## config.mk

```make
export PLATFORM = sky130hd
export DESIGN_NAME = fpt_fan_monitor
export DESIGN_NICKNAME = d
export VERILOG_FILES = /design/src/rtl/fpt_pkg.sv /design/src/rtl/fpt_fan_monitor.sv
export SDC_FILE = /design/constraint.sdc
export NUM_CORES = 1
export LEC_CHECK = 0
export BUFFER_PORTS_ARGS = -buffer_cell sky130_fd_sc_hd__buf_2
export CAP_MARGIN = 20
export CORE_MARGIN = 2
export CORE_UTILIZATION = 25
export CTS_CLUSTER_DIAMETER = 60
export CTS_CLUSTER_SIZE = 14
export DETAILED_ROUTE_END_ITERATION = 10
export PLACE_DENSITY_LB_ADDON = 0.12
export SLEW_MARGIN = 30
export SYNTH_ARGS = -nofsm -noshare
export SYNTH_HDL_FRONTEND = slang
export SYNTH_SLANG_ARGS = --single-unit
export TNS_END_PERCENT = 30
```

## constraint.sdc

```tcl
create_clock -name ref_clk -period 3.2 [get_ports ref_clk]
set_clock_uncertainty 0.2 [all_clocks]
set_input_delay 0.48 -clock ref_clk [delete_from_list [all_inputs] [get_ports ref_clk]]
set_output_delay 0.48 -clock ref_clk [all_outputs]
set_load 0.02 [all_outputs]
```

## src/rtl/fpt_pkg.sv

```systemverilog
// Package of offsets, field positions, reset values and timing counts for the fan PWM and tach monitor.
package fpt_pkg;
	// Register offsets on the plain register port.
	localparam logic [7:0] OFS_DUTY = 8'h00;
	localparam logic [7:0] OFS_PRESCALE = 8'h01;
	localparam logic [7:0] OFS_THRESHOLD = 8'h02;
	localparam logic [7:0] OFS_SPEED = 8'h03;
	localparam logic [7:0] OFS_CTRL_STATUS = 8'h04;
	localparam logic [7:0] OFS_CONFIG = 8'h05;
	// Field positions of the control and status register.
	localparam int CS_CLK_SEL_LO = 5;
	localparam int CS_FILTER_DIS = 4;
	localparam int CS_IRQ_EN = 3;
	localparam int CS_OVERFLOW = 2;
	localparam int CS_OVER_THRESH = 1;
	localparam int CS_SPEED_READY = 0;
	// Field positions of the prescale register and of the configuration register.
	localparam int PS_CLK_SEL = 7;
	localparam int CFG_MON_EN = 0;
	localparam int CFG_DRIVE_INVERT = 1;
	// Reset values.
	localparam logic [7:0] RST_DUTY = 8'hFF;
	localparam logic [7:0] RST_PRESCALE = 8'h00;
	localparam logic [7:0] RST_THRESHOLD = 8'hFF;
	localparam logic [7:0] RST_SPEED = 8'h00;
	localparam logic [1:0] RST_CLK_SEL = 2'h1;
	localparam logic [7:0] RST_CONFIG = 8'h00;
	// Rates in KHz, used by fractional tick accumulators on the system clock.
	localparam int CLK_KHZ = 100000;
	localparam int PWM_FAST_KHZ = 24000;
	localparam int PWM_SLOW_KHZ = 200;
	localparam int FILTER_KHZ = 32;
	localparam int MON_BASE_KHZ = 16;
	localparam logic [16:0] ACC_MOD = 17'(CLK_KHZ);
	// Shortest tach pulse that the filter lets through, and its length in filter samples.
	localparam int FILTER_MIN_US = 750;
	localparam int FILTER_SAMPLES = (FILTER_MIN_US * FILTER_KHZ + 999) / 1000;
	// Duty value that keeps the generator high for the whole period.
	localparam logic [7:0] DUTY_FULL = 8'hFF;
	localparam logic [7:0] COUNT_MAX = 8'hFF;
	// Monitor states.
	typedef enum logic [1:0] {FPT_IDLE, FPT_ARMING, FPT_MEASURE} fpt_mon_type;
endpackage

```

## src/rtl/fpt_fan_monitor.sv

```systemverilog
// Fan PWM generator and tachometer speed monitor with a plain register port.
`timescale 1ns/1ps
`default_nettype none
module fpt_fan_monitor
	import fpt_pkg::*;
#(
	parameter int ADDR_W = 8
)
(
	input wire logic ref_clk,
	input wire logic rst_n,
	input wire logic [ADDR_W-1:0] reg_addr,
	input wire logic [7:0] reg_wr_data,
	input wire logic reg_wr_stb,
	input wire logic reg_rd_stb,
	output logic [7:0] reg_rd_data,
	input wire logic tach_in,
	output logic fan_drive_out,
	output logic irq
);

	// Fractional accumulator step: returns {tick, next value}.
	function automatic logic [17:0] acc_step(input logic [16:0] acc, input logic [16:0] step);
		logic [17:0] sum;
		sum = {1'b0, acc} + {1'b0, step};
		if (sum >= {1'b0, ACC_MOD})
			acc_step = {1'b1, 17'(sum - {1'b0, ACC_MOD})};
		else
			acc_step = {1'b0, sum[16:0]};
	endfunction

	// Mask of base-tick divider bits that must all be one for the selected rate.
	function automatic logic [2:0] mon_mask(input logic [1:0] sel);
		mon_mask = 3'((4'h1 << sel) - 4'h1);
	endfunction

	logic [7:0] duty_q;
	logic [7:0] prescale_q;
	logic [7:0] threshold_q;
	logic [7:0] speed_q;
	logic [1:0] clk_sel_q;
	logic filter_dis_q;
	logic irq_en_q;
	logic overflow_q;
	logic over_thresh_q;
	logic speed_ready_q;
	logic mon_en_q;
	logic drive_invert_q;
	logic [7:0] reg_rd_data_q;
	logic [16:0] acc_fast_q;
	logic [16:0] acc_slow_q;
	logic [16:0] acc_filt_q;
	logic [16:0] acc_mon_q;
	logic [17:0] fast_n;
	logic [17:0] slow_n;
	logic [17:0] filt_n;
	logic [17:0] mon_n;
	logic [6:0] div_q;
	logic [7:0] pwm_cnt_q;
	logic pwm_d;
	logic pwm_q;
	logic fan_drive_out_q;
	logic pwm_tick;
	logic src_tick;
	logic [2:0] mon_div_q;
	logic mon_tick;
	logic tach_s1_q;
	logic tach_s2_q;
	logic filt_q;
	logic [4:0] filt_cnt_q;
	logic tach_clean;
	logic tach_prev_q;
	logic tach_rise;
	fpt_mon_type mon_state_q;
	logic [7:0] upcnt_q;
	logic hold_q;
	logic capture;
	logic ovf_set;
	logic thresh_set;
	logic wr_cs;
	logic rd_speed;
	logic irq_q;

	// Tick generators: fractional accumulators give exact average rates from the 100 MHz clock.
	assign fast_n = acc_step(acc_fast_q, 17'(PWM_FAST_KHZ));
	assign slow_n = acc_step(acc_slow_q, 17'(PWM_SLOW_KHZ));
	assign filt_n = acc_step(acc_filt_q, 17'(FILTER_KHZ));
	assign mon_n = acc_step(acc_mon_q, 17'(MON_BASE_KHZ));

	always_ff @(posedge ref_clk or negedge rst_n)
	begin
		if (!rst_n)
		begin
			acc_fast_q <= 17'h00000;
			acc_slow_q <= 17'h00000;
			acc_filt_q <= 17'h00000;
			acc_mon_q <= 17'h00000;
		end
		else
		begin
			acc_fast_q <= fast_n[16:0];
			acc_slow_q <= slow_n[16:0];
			acc_filt_q <= filt_n[16:0];
			acc_mon_q <= mon_n[16:0];
		end
	end

	// Prescaler: divides the selected source tick by prescale value plus one.
	assign src_tick = prescale_q[PS_CLK_SEL] ? slow_n[17] : fast_n[17];
	assign pwm_tick = src_tick && (div_q >= prescale_q[6:0]);

	always_ff @(posedge ref_clk or negedge rst_n)
	begin
		if (!rst_n)
			div_q <= 7'h00;
		else if (pwm_tick)
			div_q <= 7'h00;
		else if (src_tick)
			div_q <= div_q + 7'h01;
	end

	// Free-running 8-bit PWM counter; the period is always 256 counter clocks.
	always_ff @(posedge ref_clk or negedge rst_n)
	begin
		if (!rst_n)
			pwm_cnt_q <= 8'h00;
		else if (pwm_tick)
			pwm_cnt_q <= pwm_cnt_q + 8'h01;
	end

	// High while the count is below the duty value; FFh is forced high so no low slot remains.
	always_comb
	begin
		if (duty_q == DUTY_FULL)
			pwm_d = 1'b1;
		else
			pwm_d = (pwm_cnt_q < duty_q);
	end

	// Drive pin registered straight from the generator and the invert bit.
	always_ff @(posedge ref_clk or negedge rst_n)
	begin
		if (!rst_n)
		begin
			pwm_q <= 1'b0;
			fan_drive_out_q <= 1'b0;
		end
		else
		begin
			pwm_q <= pwm_d;
			fan_drive_out_q <= pwm_d ^ drive_invert_q;
		end
	end

	// Tach synchroniser; only the second stage is looked at by later logic.
	always_ff @(posedge ref_clk or negedge rst_n)
	begin
		if (!rst_n)
		begin
			tach_s1_q <= 1'b0;
			tach_s2_q <= 1'b0;
		end
		else
		begin
			tach_s1_q <= tach_in;
			tach_s2_q <= tach_s1_q;
		end
	end

	// Glitch filter: a new level must hold for a full run of 32 KHz samples before it is accepted.
	always_ff @(posedge ref_clk or negedge rst_n)
	begin
		if (!rst_n)
		begin
			filt_q <= 1'b0;
			filt_cnt_q <= 5'h00;
		end
		else if (filt_n[17])
		begin
			if (tach_s2_q == filt_q)
				filt_cnt_q <= 5'h00;
			else if (filt_cnt_q >= 5'(FILTER_SAMPLES - 1))
			begin
				filt_q <= tach_s2_q;
				filt_cnt_q <= 5'h00;
			end
			else
				filt_cnt_q <= filt_cnt_q + 5'h01;
		end
	end

	assign tach_clean = filter_dis_q ? tach_s2_q : filt_q;
	assign tach_rise = tach_clean && !tach_prev_q;

	always_ff @(posedge ref_clk or negedge rst_n)
	begin
		if (!rst_n)
			tach_prev_q <= 1'b0;
		else
			tach_prev_q <= tach_clean;
	end

	// Monitor clock: 16 KHz base divided by 1, 2, 4 or 8 as the field selects.
	assign mon_tick = mon_n[17] && ((mon_div_q & mon_mask(clk_sel_q)) == mon_mask(clk_sel_q));

	always_ff @(posedge ref_clk or negedge rst_n)
	begin
		if (!rst_n)
			mon_div_q <= 3'h0;
		else if (mon_n[17])
			mon_div_q <= mon_div_q + 3'h1;
	end

	// Event terms shared by counter, speed register and status flags.
	assign wr_cs = reg_wr_stb && (reg_addr == ADDR_W'(OFS_CTRL_STATUS));
	assign rd_speed = reg_rd_stb && (reg_addr == ADDR_W'(OFS_SPEED));
	assign ovf_set = mon_en_q && !overflow_q && mon_tick && (upcnt_q == COUNT_MAX) && !tach_rise;
	assign capture = mon_en_q && tach_rise && (mon_state_q == FPT_MEASURE) && !hold_q && !overflow_q;
	assign thresh_set = capture && (upcnt_q > threshold_q);

	// Edge sequencing: the first edge after enabling only starts the interval.
	always_ff @(posedge ref_clk or negedge rst_n)
	begin
		if (!rst_n)
			mon_state_q <= FPT_IDLE;
		else
		begin
			case (mon_state_q)
				FPT_IDLE:
					if (mon_en_q)
						mon_state_q <= FPT_ARMING;
				FPT_ARMING:
					if (!mon_en_q)
						mon_state_q <= FPT_IDLE;
					else if (tach_rise && !overflow_q)
						mon_state_q <= FPT_MEASURE;
				FPT_MEASURE:
					if (!mon_en_q)
						mon_state_q <= FPT_IDLE;
					else if (ovf_set)
						mon_state_q <= FPT_ARMING;
				default:
					mon_state_q <= FPT_IDLE;
			endcase
		end
	end

	// Up-counter; it stops while an overflow is pending so the stopped fan is not re-measured.
	always_ff @(posedge ref_clk or negedge rst_n)
	begin
		if (!rst_n)
			upcnt_q <= 8'h00;
		else if (!mon_en_q)
			upcnt_q <= 8'h00;
		else if (tach_rise && !overflow_q && (mon_state_q != FPT_MEASURE || capture))
			upcnt_q <= 8'h00;
		else if (mon_tick && !overflow_q)
			upcnt_q <= upcnt_q + 8'h01;
	end

	// Speed reading register.
	always_ff @(posedge ref_clk or negedge rst_n)
	begin
		if (!rst_n)
			speed_q <= RST_SPEED;
		else if (!mon_en_q)
			speed_q <= RST_SPEED;
		else if (ovf_set)
			speed_q <= RST_SPEED;
		else if (capture)
			speed_q <= upcnt_q;
	end

	// Hold keeps the interrupting value until the flag is cleared and then the value is read.
	always_ff @(posedge ref_clk or negedge rst_n)
	begin
		if (!rst_n)
			hold_q <= 1'b0;
		else if (thresh_set)
			hold_q <= 1'b1;
		else if (rd_speed && !over_thresh_q)
			hold_q <= 1'b0;
	end

	// Status flags; a hardware set in the same cycle as a clear wins.
	always_ff @(posedge ref_clk or negedge rst_n)
	begin
		if (!rst_n)
		begin
			overflow_q <= 1'b0;
			over_thresh_q <= 1'b0;
			speed_ready_q <= 1'b0;
		end
		else
		begin
			if (ovf_set)
				overflow_q <= 1'b1;
			else if (wr_cs && reg_wr_data[CS_OVERFLOW])
				overflow_q <= 1'b0;
			if (thresh_set)
				over_thresh_q <= 1'b1;
			else if (wr_cs && reg_wr_data[CS_OVER_THRESH])
				over_thresh_q <= 1'b0;
			if (!mon_en_q || ovf_set)
				speed_ready_q <= 1'b0;
			else if (capture)
				speed_ready_q <= 1'b1;
			else if (rd_speed)
				speed_ready_q <= 1'b0;
		end
	end

	// Software-written registers; the threshold is expected to stay put while monitoring.
	always_ff @(posedge ref_clk or negedge rst_n)
	begin
		if (!rst_n)
		begin
			duty_q <= RST_DUTY;
			prescale_q <= RST_PRESCALE;
			threshold_q <= RST_THRESHOLD;
			clk_sel_q <= RST_CLK_SEL;
			filter_dis_q <= 1'b0;
			irq_en_q <= 1'b0;
			mon_en_q <= RST_CONFIG[CFG_MON_EN];
			drive_invert_q <= RST_CONFIG[CFG_DRIVE_INVERT];
		end
		else if (reg_wr_stb)
		begin
			if (reg_addr == ADDR_W'(OFS_DUTY))
				duty_q <= reg_wr_data;
			else if (reg_addr == ADDR_W'(OFS_PRESCALE))
				prescale_q <= reg_wr_data;
			else if (reg_addr == ADDR_W'(OFS_THRESHOLD))
				threshold_q <= reg_wr_data;
			else if (reg_addr == ADDR_W'(OFS_CTRL_STATUS))
			begin
				clk_sel_q <= reg_wr_data[CS_CLK_SEL_LO+:2];
				filter_dis_q <= reg_wr_data[CS_FILTER_DIS];
				irq_en_q <= reg_wr_data[CS_IRQ_EN];
			end
			else if (reg_addr == ADDR_W'(OFS_CONFIG))
			begin
				mon_en_q <= reg_wr_data[CFG_MON_EN];
				drive_invert_q <= reg_wr_data[CFG_DRIVE_INVERT];
			end
		end
	end

	// Read data stands in the cycle after the strobe only; unmapped offsets read zero.
	always_ff @(posedge ref_clk or negedge rst_n)
	begin
		if (!rst_n)
			reg_rd_data_q <= 8'h00;
		else if (!reg_rd_stb)
			reg_rd_data_q <= 8'h00;
		else if (reg_addr == ADDR_W'(OFS_DUTY))
			reg_rd_data_q <= duty_q;
		else if (reg_addr == ADDR_W'(OFS_PRESCALE))
			reg_rd_data_q <= prescale_q;
		else if (reg_addr == ADDR_W'(OFS_THRESHOLD))
			reg_rd_data_q <= threshold_q;
		else if (reg_addr == ADDR_W'(OFS_SPEED))
			reg_rd_data_q <= speed_q;
		else if (reg_addr == ADDR_W'(OFS_CTRL_STATUS))
			reg_rd_data_q <= {1'b0, clk_sel_q, filter_dis_q, irq_en_q, overflow_q, over_thresh_q, speed_ready_q};
		else if (reg_addr == ADDR_W'(OFS_CONFIG))
			reg_rd_data_q <= {6'h00, drive_invert_q, mon_en_q};
		else
			reg_rd_data_q <= 8'h00;
	end

	// Interrupt request registered from the enable and both alarm flags.
	always_ff @(posedge ref_clk or negedge rst_n)
	begin
		if (!rst_n)
			irq_q <= 1'b0;
		else
			irq_q <= irq_en_q && (overflow_q || over_thresh_q);
	end

	assign reg_rd_data = reg_rd_data_q;
	assign fan_drive_out = fan_drive_out_q;
	assign irq = irq_q;
endmodule
`default_nettype wire

```

; ---- Word-level counts from Yosys, hierarchy flattened
; Index checks and enable logic that the tools add are counted.
[classes]
n_mux = 39
n_eq_ne = 17
bitwise_logic = 7
div = 0
order_cmp = 8
n_reduce_logical = 44
n_shift = 1
mul = 0
n_addsub = 14
[ops]
columns = operator, count
row1 = 2-to-1 mux 8 bit, 11
row2 = >= comparator 18 x 17 -> 1 bit (second input constant), 4
row3 = 2-to-1 mux 18 bit, 4
row4 = subtractor 17 bit (second input constant), 4
row5 = logical AND 1 bit, 21
row6 = 2-to-1 mux 7 bit, 3
row7 = adder 17 x 15 -> 18 bit (second input constant), 1
row8 = adder 17 x 5 -> 18 bit (second input constant), 1
row9 = adder 17 x 6 -> 18 bit (second input constant), 1
row10 = adder 17 x 8 -> 18 bit (second input constant), 1
row11 = adder 8 x 1 -> 8 bit (second input constant), 2
row12 = equality test 8 x 2 -> 1 bit (second input constant), 2
row13 = equality test 8 x 3 -> 1 bit (second input constant), 2
row14 = equality test 8 bit (second input constant), 2
row15 = 2-to-1 mux 1 bit, 12
row16 = 2-to-1 mux 2 bit, 6
row17 = 2-to-1 mux 5 bit, 2
row18 = AND reduction 3 bit, 3
row19 = equality test 8 x 1 -> 1 bit (second input constant), 1
row20 = greater-than comparator 8 bit, 1
row21 = logical NOT 8 bit, 1
row22 = less-than comparator 8 bit, 1
row23 = nonzero test 2 bit, 4
row24 = adder 7 x 1 -> 7 bit (second input constant), 1
row25 = 25 further kinds, 39
[word_totals]
mem_bits_rw = 0
mem_bits_ro = 0
memories = 0
reg_bits = 157
elab_cells = 160
latch_bits = 0

; ---- Depth between registers and ports, before layout
[depth]
word_depth = 11
mapped_depth = 14
ltp_nobuf = 11

; ---- Least setup slack after synthesis
; Ideal clock, no wire load.
[synth_path]
path_kind = flip-flop to flip-flop
startpoint = register acc_fast_q[6]
endpoint = register div_q[3]
slack_ns = 0.088
required_time_ns = 2.878
path_stages_with_launch = 12
path_buffers = 1
t_arrival_ns = 2.791
path_cell_list = dfrtp_1 > inv_1 > ha_1 > nand2b_1 > a211o_1 > xor2_1 > o2111ai_1 > a311o_1 > mux2i_1 > nand2_1 > buf_2 > a32o_1
[synth_via]
elab_chain_len = 6
elab_cells_between_ends = 7
classes_between = add/sub (1) / order compare (1) / mux (3) / reduce/logical (2)
[synth_lines]
columns = element, line_no
row1 = start: declaration, fpt_fan_monitor.sv:50  ; logic [16:0] acc_fast_q;
row2 = start signal: assignment, fpt_fan_monitor.sv:101  ; acc_fast_q <= fast_n[16:0];
row3 = adder 17 x 15 -> 18 bit (*), fpt_fan_monitor.sv:25  ; sum = {1'b0, acc} + {1'b0, step};
row4 = >= comparator 18 x 17 -> 1 bit (*), fpt_fan_monitor.sv:26  ; if (sum >= {1'b0, ACC_MOD})
row5 = 2-to-1 mux 18 bit (*), fpt_fan_monitor.sv:26
row6 = 2-to-1 mux 1 bit (*), fpt_fan_monitor.sv:109  ; assign src_tick = prescale_q[PS_CLK_SEL] ? slow_n[17] : fast_n[17];
row7 = logical AND 1 bit, fpt_fan_monitor.sv:110  ; assign pwm_tick = src_tick && (div_q >= prescale_q[6:0]);
row8 = 2-to-1 mux 7 bit or nonzero test 2 bit (tied branches), --
row9 = end signal: assignment, fpt_fan_monitor.sv:119  ; div_q <= div_q + 7'h01;
row10 = end: declaration, fpt_fan_monitor.sv:58  ; logic [6:0] div_q;
; Every way passes the cells marked *; elsewhere a longest branch is shown, timed or not.
; A chain may end at the register's enable or synchronous reset.

; ---- Final worst setup path
[layout_path]
startpoint = register acc_slow_q[5]
endpoint = register pwm_cnt_q[1]
[layout_via]
elab_chain_len = 5
[layout_lines]
columns = element, line_no
row1 = start: declaration, fpt_fan_monitor.sv:51  ; logic [16:0] acc_slow_q;
row2 = start signal: assignment, fpt_fan_monitor.sv:102  ; acc_slow_q <= slow_n[16:0];
row3 = adder 17 x 8 -> 18 bit, fpt_fan_monitor.sv:25
row4 = >= comparator 18 x 17 -> 1 bit, fpt_fan_monitor.sv:26
row5 = 2-to-1 mux 18 bit, fpt_fan_monitor.sv:26
row6 = 2-to-1 mux 1 bit, fpt_fan_monitor.sv:109
row7 = logical AND 1 bit, fpt_fan_monitor.sv:110
row8 = end signal: assignment, fpt_fan_monitor.sv:128  ; pwm_cnt_q <= pwm_cnt_q + 8'h01;
row9 = end: declaration, fpt_fan_monitor.sv:59  ; logic [7:0] pwm_cnt_q;
; No other way between the ends.

==> impl_metrics.csv <==
group,metric,value,unit
drt,drc_errors,0,
synthesis,ys.flop_type,"dfrtp_1",
floorplanning,die_w,191,µm
drt,drt_wl_total,22.5,mm
placement,port_buffers,30,
synthesis,yosysWarnings,0,
synthesis,synth_area_leaders,"dfrtp_1 35%, xnor2_1 6.1%, ha_1 5.9%, dfstp_2 5.1%, nand2_1 4.5%",
pwr,power_leakage,4.61,nW
floorplanning,pin_count,31,
drt,via_count,7023,
pwr,p_total,0.00425,W
pwr,vdd_drop_max,0.311,mV
worst_hold_path,hold_path.class,"input pin to flop",
drt,drt_iter0_markers,423,
floorplanning,die_area,36600,µm²
timing,period_share,95.4,%
finish,nets,1087,
worst_setup_path,crit_slowest_cell,"dfrtp_1",
clocking,cts_tree,"done",
synthesis,yosysTopAreaCellShare,35.1,%
clocking,clk_pin_slew_worst_paths,70,ps
global_routing,grt_antenna_before_repair,0,
synthesis,async_flop_share,100,%
synthesis,synth_area,8770,µm²
timing,drv_slew,0,
floorplanning,start_util,25.4,%
clocking,clock_sinks,140,
pwr,p_per_area,400,nW/µm²
drt,vias_per_cell,4.70,
clocking,cts_buffers,17,
timing,rsz0062_at_grt,"yes",
synthesis,synth.avg_cell_area,9.38,µm²
worst_setup_path,arrival,3170,ps
finish,drive_above_1_share,21.7,%
synthesis,ys_ff_latch,140,
drt,wire_per_inst,15.1,µm
floorplanning,fp.dieH,191,µm
worst_setup_path,max_stage_delay,520,ps
placement,gp_congestion,0.785,
run_status,status,"completed",
worst_setup_path,end_kind,"flop",
global_routing,grt_max_degree,56,
finish,diodes,0,
clocking,clock_path_buffers,2,
job,cap_viol_max_count,0,
global_routing,grt_pass1_vias,7054,
timing,finalCriticalPeriod,3050,ps
worst_setup_path,worstPathCellList,"nand3_1, xnor2_1, ha_1, nand2_1, or4b_4, a31o_4, a21oi_4, mux2_2",
worst_setup_path,critPathKind,"flop to flop",
timing,worst_pin_slew,543,ps
worst_setup_path,cp_max_fo,9,
synthesis,synthCells,935,
synthesis,synth-seq-area-share,40.2,%
timing,hold_viol,0,
timing,relSlewSlack,63.8,%
timing,setup_viol,0,
finish,fill_cells,3646,
timing,final.setup.tns,0,ps
finish,syn_to_final_growth,21.1,%
timing,fmax,0.328,GHz
drt,ant_nets,0,
worst_setup_path,cp-start-kind,"flop",
worst_setup_path,required,3320,ps
synthesis,synth_area_leader_cell,"dfrtp_1",
clocking,h-tree-depth,4,
finish,final_core_util,30.7,%
clocking,clk_latency,430,ps
synthesis,synthTopCellsByCount,"123 x dfrtp_1, 105 x nand2_1, 65 x nor2_1",
clocking,cts_root_buffer,"clkbuf_16",
placement,hpwl,16.9,mm
floorplanning,rows,68,
synthesis,yosysUniqueCellTypes,86,
synthesis,synth_edf_count,0,
synthesis,yosysMostFrequentCell,"dfrtp_1",
floorplanning,core,34500,µm²
drt,first_pass_iters,4,
global_routing,track_usage,13.1,%
global_routing,gr-total-overflow,0,
global_routing,grt_pass1_wl,38.1,mm
synthesis,synth.net_count,997,
==> critical path: cells and delay by family (launching register included) <==
family | cells | cell delay [ps]
XOR/XNOR | 1 | 370
AND/OR/NAND/NOR | 3 | 740
multiplexers | 1 | 360
adder cells (fa/ha/maj) | 1 | 210
flip-flops | 1 | 520
AO/OA/AOI/OAI | 2 | 540
==> through the flow <==
step,hold WS (ps),area (µm²),cells,setup slack [ps]
floorplan,-15.6,8770,935,87.9
global placement,135,9880,1457,22.0
detailed placement,146,9880,1457,42.5
CTS,95.6,10500,1491,16.7
global route,129,10600,1493,-14.2
finish,109,10600,1493,149
==> report_power, final <==
| part | switching, W | internal [W] | leakage [nW] |
|---|---|---|---|
| Combinational | 0.000175 | 0.000131 | 2.57 |
| Clock | 0.000917 | 0.00112 | 0.296 |
| Sequential | 0.0000671 | 0.00184 | 1.75 |
| Total | 0.00116 | 0.00309 | 4.61 |
==> sequential cells by signal, indices dropped and copies added (netlist names), 3 cells and up <==
signal	cells
acc_fast_q	12
acc_filt_q	12
acc_mon_q	13
acc_slow_q	14
div_q	7
duty_q	8
filt_cnt_q	5
mon_div_q	3
prescale_q	8
pwm_cnt_q	8
reg_rd_data	8
speed_q	8
threshold_q	8
upcnt_q	8
==> final timing paths <==
check | startpoint | end | slack (ps) | cells after the start
worst max-delay path | acc_slow_q[5]$_DFF_PN0_ | pwm_cnt_q[1]$_DFFE_PN0N_ | 150 | 8
worst max register to register | acc_slow_q[5]$_DFF_PN0_ | pwm_cnt_q[1]$_DFFE_PN0N_ | 150 | 8
worst min register to register | tach_s1_q$_DFF_PN0_ | tach_s2_q$_DFF_PN0_ | 160 | 0
max in group asynchronous | rst_n | acc_filt_q[8]$_DFF_PN0_ | 1580 | 3
worst min-delay path | reg_wr_data[1] | prescale_q[1]$_DFFE_PN0P_ | 110 | 3
min in group asynchronous | rst_n | pwm_cnt_q[5]$_DFFE_PN0N_ | 390 | 2
==> kinds of logic after synthesis <==
group	synth area share, %
compound gates	17.2
fa+ha+maj	5.97
mux	5.04
xor+xnor	8.68
buf+inv	4.61
simple gates	18.3
flops	40.2
==> routing by layer <==
layer	wire, µm	up-vias	GRT usage (%)
met2	10400	99	21.5
met3	690	22	1.95
met4	377	0	4.23
met5	0	-	0
met1	11000	3368	17.7
li1	-	3534	-
==> area by class of cell <==
type | instances | area, µm² | area share [%]
Clock inverter | 15 | 169 | 1.59
Clock buffer | 17 | 425 | 4.01
Timing Repair Buffer | 111 | 786 | 7.40
Multi-Input combinational cell | 702 | 4940 | 46.5
Tap cell | 455 | 569 | 5.36
Sequential cell | 140 | 3530 | 33.2
Inverter | 53 | 199 | 1.87
==> placed cells by master (no fill, tap or decap), types with 17 or more instances in the layout <==
cell / count
mux2_2: 23
dfrtp_1: 120
buf_2: 29
xor2_1: 24
nand3_1: 25
a21oi_1: 38
buf_4: 77
nor2_1: 63
dfstp_2: 17
clkbuf_16: 17
nor3_1: 20
nand2_1: 104
o21ai_0: 47
inv_1: 51
xnor2_1: 61
ha_1: 38
==> what timing repair did <==
| item | in CTS | in global routing |
|---|---|---|
| resized for setup | 0 | 26 |
| endpoints found under the hold margin | 42 | 0 |
| setup endpoints to repair | 0 | 51 |
| buffers inserted | 0 | 2 |
| hold buffers | 2 | 0 |
Note: power is estimated with default switching activity, not from simulation.
